$ cat src/design/cbci_pkg.sv
// Package for the processor bus cycle interface: widths, status bits, states
package cbci_pkg;
  localparam int ADDR_W = 16;   // 64K byte locations
  localparam int DATA_W = 8;
  localparam int IO_W   = 8;    // 256 input and 256 output devices
  localparam int FIFO_DEPTH = 8;

  // Status word bit positions
  localparam int ST_INTA  = 0;
  localparam int ST_WO_N  = 1;
  localparam int ST_STACK = 2;
  localparam int ST_HLTA  = 3;
  localparam int ST_OUT   = 4;
  localparam int ST_M1    = 5;
  localparam int ST_INP   = 6;
  localparam int ST_MEMR  = 7;

  localparam logic [ADDR_W-1:0] PC_RESET = 16'h0000;
  localparam logic [DATA_W-1:0] DATA_ZERO = 8'h00;
  localparam logic [7:0] ZERO_HI = 8'h00;

  // Cycle kinds requested by the core
  typedef enum logic [2:0] {
    CBCI_FETCH = 3'h0,
    CBCI_MRD   = 3'h1,
    CBCI_MWR   = 3'h2,
    CBCI_IN    = 3'h3,
    CBCI_OUT   = 3'h4,
    CBCI_HALT  = 3'h5
  } cbci_kind_t;

  // One bus request from the core, carried through the FIFO
  typedef struct packed {
    cbci_kind_t          kind;
    logic [ADDR_W-1:0]   addr;
    logic [DATA_W-1:0]   wdata;
  } cbci_req_t;

  localparam int REQ_W = $bits(cbci_req_t);

  // Bus states, one-hot
  typedef enum logic [5:0] {
    S_IDLE = 6'h01,
    S_T1   = 6'h02,
    S_T2   = 6'h04,
    S_TW   = 6'h08,
    S_T3   = 6'h10,
    S_HOLD = 6'h20
  } cbci_state_t;
endpackage

$ cat src/design/cbci_fifo.sv
// Request FIFO with parameterised width and depth
`timescale 1ns/10ps
module cbci_fifo #(
  parameter int WIDTH = 8,
  parameter int DEPTH = 8
) (
  input  wire logic             CLK,
  input  wire logic             RESET_N,
  input  wire logic             in_valid,
  output logic                  in_ready,
  input  wire logic [WIDTH-1:0] in_data,
  output logic                  out_valid,
  input  wire logic             out_ready,
  output logic      [WIDTH-1:0] out_data
);
  localparam int PW = $clog2(DEPTH);
  localparam logic [PW:0] DEPTH_C = (PW+1)'(DEPTH);
  localparam logic [PW:0] ONE_C   = (PW+1)'(1);

  logic [WIDTH-1:0] mem_q [DEPTH];
  logic [PW-1:0]    wr_q;
  logic [PW-1:0]    rd_q;
  logic [PW:0]      cnt_q;
  wire              push;
  wire              pop;

  // Honest flags straight from the fill count
  assign in_ready  = (cnt_q != DEPTH_C);
  assign out_valid = (cnt_q != '0);
  assign out_data  = mem_q[rd_q];
  assign push      = in_valid && in_ready;
  assign pop       = out_valid && out_ready;

  // Storage has no reset; only pointers and the count need a defined value
  always_ff @(posedge CLK)
  begin
    if (push)
      mem_q[wr_q] <= in_data;
  end

  // Pointers wrap since depth is a power of two
  always_ff @(posedge CLK)
  begin
    if (!RESET_N)
    begin
      wr_q  <= '0;
      rd_q  <= '0;
      cnt_q <= '0;
    end
    else
    begin
      if (push)
        wr_q <= wr_q + PW'(1);
      if (pop)
        rd_q <= rd_q + PW'(1);
      if (push && !pop)
        cnt_q <= cnt_q + ONE_C;
      else if (pop && !push)
        cnt_q <= cnt_q - ONE_C;
    end
  end
endmodule

$ cat src/design/cbci_top.sv
// Processor external bus cycle engine: status, wait, hold and strobes
`timescale 1ns/10ps
module cbci_top (
  input  wire logic                         CLK,
  input  wire logic                         RESET_N,
  // Request stream from the core
  input  wire logic                         REQ_VALID,
  output logic                              REQ_READY,
  input  wire cbci_pkg::cbci_req_t          REQ_DATA,
  // Read data back to the core
  output logic                              RD_VALID,
  output logic [cbci_pkg::DATA_W-1:0]       RD_DATA,
  // Program counter seen by the core, cleared by reset
  output logic [cbci_pkg::ADDR_W-1:0]       PC,
  // External bus
  output logic [cbci_pkg::ADDR_W-1:0]       ADDR_O,
  output logic                              ADDR_OE_N,
  input  wire logic [cbci_pkg::DATA_W-1:0]  DATA_I,
  output logic [cbci_pkg::DATA_W-1:0]       DATA_O,
  output logic                              DATA_OE_N,
  output logic                              SYNC_O,
  output logic                              DATA_IN_WINDOW,
  input  wire logic                         READY,
  output logic                              WAIT_ACK,
  output logic                              WR_N,
  input  wire logic                         HOLD,
  output logic                              HOLD_GRANT
);
  cbci_pkg::cbci_state_t state_q;
  cbci_pkg::cbci_state_t state_d;
  cbci_pkg::cbci_req_t   cur_q;
  cbci_pkg::cbci_req_t   fifo_data;
  logic                  fifo_valid;
  logic                  fifo_pop;
  logic                  hold_armed_q;
  logic                  halted_q;
  logic                  wr_late_q;
  logic [cbci_pkg::ADDR_W-1:0] pc_q;
  logic [cbci_pkg::DATA_W-1:0] rdata_q;
  logic                  rd_valid_q;
  logic [cbci_pkg::DATA_W-1:0] status_w;

  cbci_fifo #(
    .WIDTH (cbci_pkg::REQ_W),
    .DEPTH (cbci_pkg::FIFO_DEPTH)
  ) u_fifo (
    .CLK       (CLK),
    .RESET_N   (RESET_N),
    .in_valid  (REQ_VALID),
    .in_ready  (REQ_READY),
    .in_data   (REQ_DATA),
    .out_valid (fifo_valid),
    .out_ready (fifo_pop),
    .out_data  (fifo_data)
  );

  // Decode of the bus state and the current cycle kind
  wire in_t1   = (state_q == cbci_pkg::S_T1);
  wire in_t2   = (state_q == cbci_pkg::S_T2);
  wire in_tw   = (state_q == cbci_pkg::S_TW);
  wire in_t3   = (state_q == cbci_pkg::S_T3);
  wire in_hold = (state_q == cbci_pkg::S_HOLD);
  wire k_write = (cur_q.kind == cbci_pkg::CBCI_MWR) || (cur_q.kind == cbci_pkg::CBCI_OUT);
  wire k_io    = (cur_q.kind == cbci_pkg::CBCI_IN) || (cur_q.kind == cbci_pkg::CBCI_OUT);
  wire k_halt  = (cur_q.kind == cbci_pkg::CBCI_HALT);
  wire k_read  = !k_write && !k_halt;
  // Hold may only be taken at these points
  wire hold_ok = HOLD && (halted_q || ((in_t2 || in_tw) && READY));
  // Idle enters hold when halted, or one period after a write's T3
  wire hold_enter = hold_armed_q && (halted_q || wr_late_q);
  // The engine may pop a new request only from idle; stalls back-pressure the FIFO
  // Never pop while entering hold, or the popped request would be lost
  assign fifo_pop = (state_q == cbci_pkg::S_IDLE) && !HOLD && !halted_q && !hold_enter;

  // Status word bits for the cycle in T1
  always_comb
  begin
    status_w = cbci_pkg::DATA_ZERO;
    status_w[cbci_pkg::ST_WO_N] = !k_write;
    status_w[cbci_pkg::ST_M1]   = (cur_q.kind == cbci_pkg::CBCI_FETCH);
    status_w[cbci_pkg::ST_MEMR] = (cur_q.kind == cbci_pkg::CBCI_FETCH) ||
                                  (cur_q.kind == cbci_pkg::CBCI_MRD);
    status_w[cbci_pkg::ST_INP]  = (cur_q.kind == cbci_pkg::CBCI_IN);
    status_w[cbci_pkg::ST_OUT]  = (cur_q.kind == cbci_pkg::CBCI_OUT);
    status_w[cbci_pkg::ST_HLTA] = k_halt;
  end

  // Next state: T1 then T2, wait while ready low, T3, optional hold
  always_comb
  begin
    state_d = state_q;
    unique case (state_q)
      cbci_pkg::S_IDLE: if (hold_enter) state_d = cbci_pkg::S_HOLD;
                        else if (fifo_valid && fifo_pop) state_d = cbci_pkg::S_T1;
      cbci_pkg::S_T1:   state_d = cbci_pkg::S_T2;
      cbci_pkg::S_T2,
      cbci_pkg::S_TW:   state_d = READY ? cbci_pkg::S_T3 : cbci_pkg::S_TW;
      cbci_pkg::S_T3:   state_d = (hold_armed_q && !k_write) ? cbci_pkg::S_HOLD
                                                             : cbci_pkg::S_IDLE;
      cbci_pkg::S_HOLD: state_d = HOLD ? cbci_pkg::S_HOLD : cbci_pkg::S_IDLE;
    endcase
  end

  // State, captured request and hold bookkeeping
  always_ff @(posedge CLK)
  begin
    if (!RESET_N)
    begin
      state_q      <= cbci_pkg::S_IDLE;
      cur_q        <= '0;
      hold_armed_q <= 1'b0;
      halted_q     <= 1'b0;
      wr_late_q    <= 1'b0;
      pc_q         <= cbci_pkg::PC_RESET;
    end
    else
    begin
      state_q <= state_d;
      if (fifo_valid && fifo_pop)
        cur_q <= fifo_data;
      if (hold_ok)
        hold_armed_q <= 1'b1;
      else if (in_hold && !HOLD)
        hold_armed_q <= 1'b0;
      if (in_t3 && k_halt)
        halted_q <= 1'b1;
      wr_late_q <= in_t3 && k_write && hold_armed_q;
      if (in_t3 && (cur_q.kind == cbci_pkg::CBCI_FETCH))
        pc_q <= cur_q.addr + cbci_pkg::ADDR_W'(1);
    end
  end

  // Read data capture at the end of T3
  always_ff @(posedge CLK)
  begin
    if (!RESET_N)
    begin
      rdata_q    <= cbci_pkg::DATA_ZERO;
      rd_valid_q <= 1'b0;
    end
    else
    begin
      rd_valid_q <= in_t3 && k_read;
      if (in_t3 && k_read)
        rdata_q <= DATA_I;
    end
  end

  // Bus outputs; I/O puts device number on both halves of the address
  wire cyc = in_t1 || in_t2 || in_tw || in_t3;
  assign ADDR_O    = k_io ? {cur_q.addr[cbci_pkg::IO_W-1:0], cur_q.addr[cbci_pkg::IO_W-1:0]}
                          : cur_q.addr;
  assign ADDR_OE_N = !cyc;
  assign DATA_O    = in_t1 ? status_w : cur_q.wdata;
  assign DATA_OE_N = !(in_t1 || (k_write && !in_t1 && cyc));
  assign SYNC_O    = in_t1;
  assign DATA_IN_WINDOW = k_read && (in_t2 || in_tw || in_t3);
  assign WAIT_ACK  = in_tw;
  // Strobe only in T3, where data has stood since T2
  assign WR_N      = !(k_write && in_t3);
  assign HOLD_GRANT = in_hold;
  assign RD_VALID  = rd_valid_q;
  assign RD_DATA   = rdata_q;
  assign PC        = pc_q;

  // Status only in the marker cycle
  property p_status;
    @(posedge CLK) disable iff (!RESET_N)
    SYNC_O |-> (!DATA_OE_N && DATA_O == status_w) ##1 !SYNC_O;
  endproperty
  a_status: assert property (p_status) else $error("status missing in T1");

  property p_wait;
    @(posedge CLK) disable iff (!RESET_N)
    ((in_t2 || in_tw) && !READY) |=> WAIT_ACK;
  endproperty
  a_wait: assert property (p_wait) else $error("no wait on low ready");

  property p_wack;
    @(posedge CLK) disable iff (!RESET_N)
    WAIT_ACK |-> (state_q == cbci_pkg::S_TW);
  endproperty
  a_wack: assert property (p_wack) else $error("wait ack outside wait");

  property p_float;
    @(posedge CLK) disable iff (!RESET_N)
    HOLD_GRANT |-> (ADDR_OE_N && DATA_OE_N);
  endproperty
  a_float: assert property (p_float) else $error("bus driven in hold");

  property p_wr_stable;
    @(posedge CLK) disable iff (!RESET_N)
    !WR_N |-> (!DATA_OE_N && DATA_O == cur_q.wdata && $stable(DATA_O));
  endproperty
  a_wr_stable: assert property (p_wr_stable) else $error("write data moved");

  property p_data_in_window;
    @(posedge CLK) disable iff (!RESET_N)
    DATA_IN_WINDOW |-> DATA_OE_N;
  endproperty
  a_data_in_window: assert property (p_data_in_window) else $error("driving in input window");

  property p_sync_seq;
    @(posedge CLK) disable iff (!RESET_N)
    SYNC_O |=> in_t2;
  endproperty
  a_sync_seq: assert property (p_sync_seq) else $error("T2 does not follow T1");

  property p_hold_rd;
    @(posedge CLK) disable iff (!RESET_N)
    (in_t3 && hold_armed_q && k_read) |=> HOLD_GRANT;
  endproperty
  a_hold_rd: assert property (p_hold_rd) else $error("read hold grant late");

  // Writes keep the bus one period longer than reads before the grant
  property p_hold_wr;
    @(posedge CLK) disable iff (!RESET_N)
    (in_t3 && hold_armed_q && k_write) |=> !HOLD_GRANT ##1 HOLD_GRANT;
  endproperty
  a_hold_wr: assert property (p_hold_wr) else $error("write hold grant mistimed");
endmodule

$ cat config.mk
export PLATFORM = sky130hd
export DESIGN_NAME = cbci_top
export DESIGN_NICKNAME = d
export VERILOG_FILES = /design/src/design/cbci_pkg.sv /design/src/design/cbci_fifo.sv /design/src/design/cbci_top.sv
export SDC_FILE = /design/constraint.sdc
export NUM_CORES = 1
export LEC_CHECK = 0
export BUFFER_PORTS_ARGS = -buffer_cell sky130_fd_sc_hd__buf_2
export CORE_MARGIN = 2
export CORE_UTILIZATION = 60
export DETAILED_ROUTE_END_ITERATION = 6
export HOLD_SLACK_MARGIN = 0.05
export MAX_ROUTING_LAYER = met4
export PLACE_DENSITY = 0.81
export SYNTH_ARGS = -nofsm -noshare
export SYNTH_HDL_FRONTEND = slang
export SYNTH_SLANG_ARGS = --single-unit
$ cat constraint.sdc
create_clock -name CLK -period 7.1 [get_ports CLK]
set_input_delay 1.42 -clock CLK [delete_from_list [all_inputs] [get_ports CLK]]
set_output_delay 1.42 -clock CLK [all_outputs]
set_load 0.05 [all_outputs]
[Word-level counts from Yosys, hierarchy flattened]
Memories as Yosys holds them, arrays and structs flattened. A register that Yosys moved wholly into a read port is not among the register bits.
Cells that the tools add are included.
Word-level totals
  word-level logic and storage cells: 92
  output and inout port bits: 57
  memories kept: 1
  memory bits (writable): 216
  register bits: 44
  input port bits: 40
Memory list
  u_fifo.mem_q: words 8, bits a word 27, read ports 1, clocked after Yosys merged registers in 1, wr ports 1, line cbci_fifo.sv:20  | logic [WIDTH-1:0] mem_q [DEPTH];
Cells by class
  equality and inequality tests: 13
  reduce and logical (&&, ||, !) cells: 49
  add/subtract/negate cells: 5
  mux-type cells: 14
Operators by type and width (count)
  $pmux 6 s5: 1
  $mux 6: 4
  $logic_and 1x1->1: 21
  $add 16x1->16 const B: 1
  $mux 16: 1
  $logic_not 1->1: 12
  $logic_or 1x1->1: 11
  $mux 4: 2
  $mux 8: 1
  $add 3x1->3 const B: 2
  $eq 3x2->1 const B: 2
  $eq 3x3->1 const B: 2
  $eq 6x1->1 const B: 1
  $eq 6x2->1 const B: 1
  $eq 6x3->1 const B: 1
  $eq 6x4->1 const B: 1
  $eq 6x5->1 const B: 1
  $eq 6x6->1 const B: 1
  $mux 5: 1
  $add 4x1->4 const B: 1
  $mux 1: 4
  $ne 4x4->1 const B: 1
  $reduce_bool 2->1: 2
  $reduce_bool 4->1: 1
  other kinds (5): 5

[Longest topological paths before layout]
  depth after elaboration: 8
  gate-level depth with buffers: 11
  depth with buffers taken out: 10

[Hierarchy]
A second synthesis with hierarchy kept.
Unflattened totals
  cells, all modules: 738
  area, all modules: 11880.1 µm²
By module, submodules not included
  cbci_fifo: cells an instance 385, instances 1, area an instance 8987.4 µm², seq. area each 6746.5 µm²
  cbci_top: cells an instance 353, instances 1, area an instance 2892.8 µm², seq. area each 1221.2 µm²

[Worst setup path before layout]
No wires, ideal clock.
  path type: input-to-reg
  from: input REQ_VALID
  to: memory u_fifo.mem_q[0][0] (netlist name) (enable)
  library setup time: 0.480 ns
  arrival time: 4.198 ns
  path slack: 2.422 ns
  required time: 6.620 ns
  cell stages on the path: 2
  buffers on the path: 0
  path through: nand2_1 nor4_1
On the way
  longest elaborated chain between the ends: 3
Ends and longest elaborated chain
  from (decl): line cbci_top.sv:7  | input wire logic REQ_VALID,
  $logic_and 1x1->1: line cbci_fifo.sv:31  | assign push = in_valid && in_ready;
  $mux 1: line cbci_fifo.sv:37  | if (push)
  $mux 1 (implied by the code): line cbci_fifo.sv:38  | mem_q[wr_q] <= in_data;
  to (decl): line cbci_fifo.sv:20
No other way between the ends.

[Final worst setup path]
  from: register state_q[1]
  to: output DATA_O[7] (netlist name)
On the way
  longest elaborated chain between the ends: 2
Ends and longest elaborated chain
  from (decl): line cbci_top.sv:29  | cbci_pkg::cbci_state_t state_q;
  from (signal assigned): line cbci_top.sv:109  | state_q <= cbci_pkg::S_IDLE;
  from (signal assigned): line cbci_top.sv:118  | state_q <= state_d;
  $eq 6x2->1: line cbci_top.sv:58  | wire in_t1 = (state_q == cbci_pkg::S_T1);
  $mux 8: line cbci_top.sv:154  | assign DATA_O = in_t1 ? status_w : cur_q.wdata;
  to (decl): line cbci_top.sv:19  | output logic [cbci_pkg::DATA_W-1:0] DATA_O,
No other way between the ends.

==> flow_metrics.tcl <==
set metrics [dict create \
    cts_tree "done" \
    drc_errors 0 \
    antenna_found_initial 0 \
    portBuffers 96 \
    core_area_sq_um 18700 \
    yosysSeqAreaShare_pct 69.1 \
    syn_nets 781 \
    cts_buffer_depth 3 \
    slew_headroom_pct 23.8 \
    p_leak_nw 4.52 \
    first_pass_iters 4 \
    synth_cell_types 48 \
    synth_top_cell_by_area "edfxtp_1" \
    final_common_cell "edfxtp_1" \
    grt_pass1_vias 6750 \
    synth.area.top_cells "edfxtp_1 (57%), dfxtp_1 (12%), mux4_2 (11%), nand2b_1 (1.8%), o21ai_0 (1.8%)" \
    avgViaCountPerCell 6.29 \
    post_cts_resized 0 \
    dp.cells 1024 \
    tightest_slew_ns 1.14 \
    fin_util_pct 69.7 \
    power.density_nw_per_um2 348 \
    cts_setup_buffers 0 \
    num_rows 50 \
    overflow 0 \
    initial_core_util_pct 61.2 \
    grt_pass1_wl_um 37700 \
    skew_ns 0.0316 \
    syn_inst 734 \
    async_reset_ff_share_pct 0 \
    synth_top_area_share_pct 56.7 \
    rsz0062_at_grt "no" \
    report.final.slew_viol_count 0 \
    drt_iter0_markers 564 \
    critPathCaptureType "output pin" \
    n_antenna_cell 0 \
    status "finished, final reports clean" \
    die-area_sq_um 20200 \
    clkLatencyLatePin_ns 0.55 \
    cts_sinks 287 \
    routedWlPerCell_um 22.9 \
    synth_area_per_cell_sq_um 15.6 \
    whs_ns 0.497 \
    period_minus_slack_ns 4.01 \
    htreeDepth 1 \
    setup_tns_ns 0 \
    required_ns 5.68 \
    peakVddDrop_v 0.000260 \
    ys.warnings.count 0 \
    critPathKind "flop to output pin" \
    ys_ff_latch 287 \
    hold_path.class "flop to flop" \
    crit_fanout 16 \
    hold_viol 0 \
    die_y_um 142 \
    cts_made_buffers 28 \
    drt_wl_total_um 24600 \
    cts-root-buf "clkbuf_16" \
    drv_cap 0 \
    stdcell_count 1076 \
    cts_hold_buf 0 \
    fin_total_pwr_mw 4.53 \
    cp-start-kind "flop" \
    max_freq_mhz 249 \
    synth-main-ff-cell "edfxtp_1" \
    synthToLayoutAreaGrowth_pct 13.9 \
    ios 97 \
    final_cell_mix "edfxtp_1 (216), buf_2 (96), dfxtp_1 (69)" \
    cts.clk_slew.worst_paths_ns 0.06 \
    hpwlAfterDp_um 14200 \
    ant_nets 0 \
    die_width_um 142 \
    synth_enable_flop_cells 216 \
    grt_usage_pct 25.6 \
    num_vias 6767 \
    finalSetupViolations 0 \
    fin_nets 867 \
    grt_start_max_net_pins 58 \
    final.period_utilization_pct 56.5 \
    gp_congestion 0.954 \
    drive_above_1_share_pct 27.0 \
    cp.arrival_ns 2.59 \
    syn-cell-area_sq_um 11400 \
]
-- cell families (layout without fill, tap and decap cells) --
| group | Yosys count | count (layout) | synth area share [%] |
|---|---|---|---|
| and+or+nand+nor | 178 | 178 | 7.97 |
| buffers and inverters | 60 | 168 | 2.71 |
| muxes | 74 | 74 | 12.4 |
| AOI/OAI and AO/OA | 108 | 108 | 5.44 |
| xor gates and xnor gates | 20 | 20 | 1.53 |
| DFF | 287 | 287 | 69.1 |
| adders and majority gates | 7 | 7 | 0.831 |
-- per-layer routing --
metal	wire [um]	global-route usage [%]	share of wire (%)
met4	682	8.16	2.8
met2	12200	41.4	50
met5	0	-	0
met3	1560	3.77	6.3
met1	10100	34.1	41
-- final cells by class --
cell class / instances / area (sq um)
Clock inverter: 12 / 145
Fill cell: 1211 / 5670
Tap cell: 234 / 293
Multi-Input combinational cell: 387 / 3270
Timing Repair Buffer: 107 / 563
Inverter: 9 / 33.8
Clock buffer: 40 / 816
Sequential cell: 287 / 7910
-- sequential cells by signal, summed over array words and instances, names as in the netlist --
| register | count |
|---|---|
| PC | 16 |
| RD_VALID | 1 |
| hold_armed_q | 1 |
| state_q | 6 |
| RD_DATA | 8 |
| u_fifo.mem_q | 216 |
| cur_q | 27 |
| halted_q | 1 |
| u_fifo.cnt_q | 4 |
| u_fifo.rd_q | 3 |
| wr_late_q | 1 |
| u_fifo.wr_q | 3 |
-- final timing paths --
kind                            slack, ns  depth (start not counted)                    startpoint                      endpoint
worst min-delay path                 0.50                          2     hold_armed_q$_SDFFE_PN0P_          wr_late_q$_SDFF_PN0_
worst min register to register       0.50                          2     hold_armed_q$_SDFFE_PN0P_          wr_late_q$_SDFF_PN0_
worst max register to register       4.32                         10  u_fifo.cnt_q[1]$_SDFFE_PN0P_  u_fifo.cnt_q[3]$_SDFFE_PN0P_
worst max-delay path                 3.09                          4       state_q[1]$_SDFFE_PN0P_                     DATA_O[7]
-- report_power, final --
part	total [mW]	switching [mW]	internal [mW]
Clock	1.51	0.604	0.906
Combinational	0.880	0.527	0.353
Sequential	2.14	0.195	1.95
-- cells in the mapped netlist, types with 11 or more instances --
| cell type | instances |
|---|---|
| a21oi_1 | 15 |
| a31oi_1 | 30 |
| buf_2 | 17 |
| buf_4 | 11 |
| clkbuf_1 | 19 |
| dfxtp_1 | 71 |
| edfxtp_1 | 216 |
| mux2i_1 | 14 |
| mux4_2 | 54 |
| nand2_1 | 53 |
| nand2b_1 | 33 |
| nand3_1 | 14 |
| nor2_1 | 37 |
| o21ai_0 | 41 |
| xnor2_1 | 14 |
-- critical path, cell delays in order, from the launching register on --
cell and delay, ns:
dfxtp_1 0.50, nor4b_1 0.40, nand2_1 0.40, o31ai_1 0.42, buf_2 0.33
-- per-stage QoR --
stage               setup WS (ns)  cell area (sq um)
floorplan                    2.42              11400
global placement             3.75              12100
detailed placement           3.68              12100
CTS                          3.10              13000
global route                 2.90              13000
finish                       3.09              13000
Power figures use the tool's default switching activity.
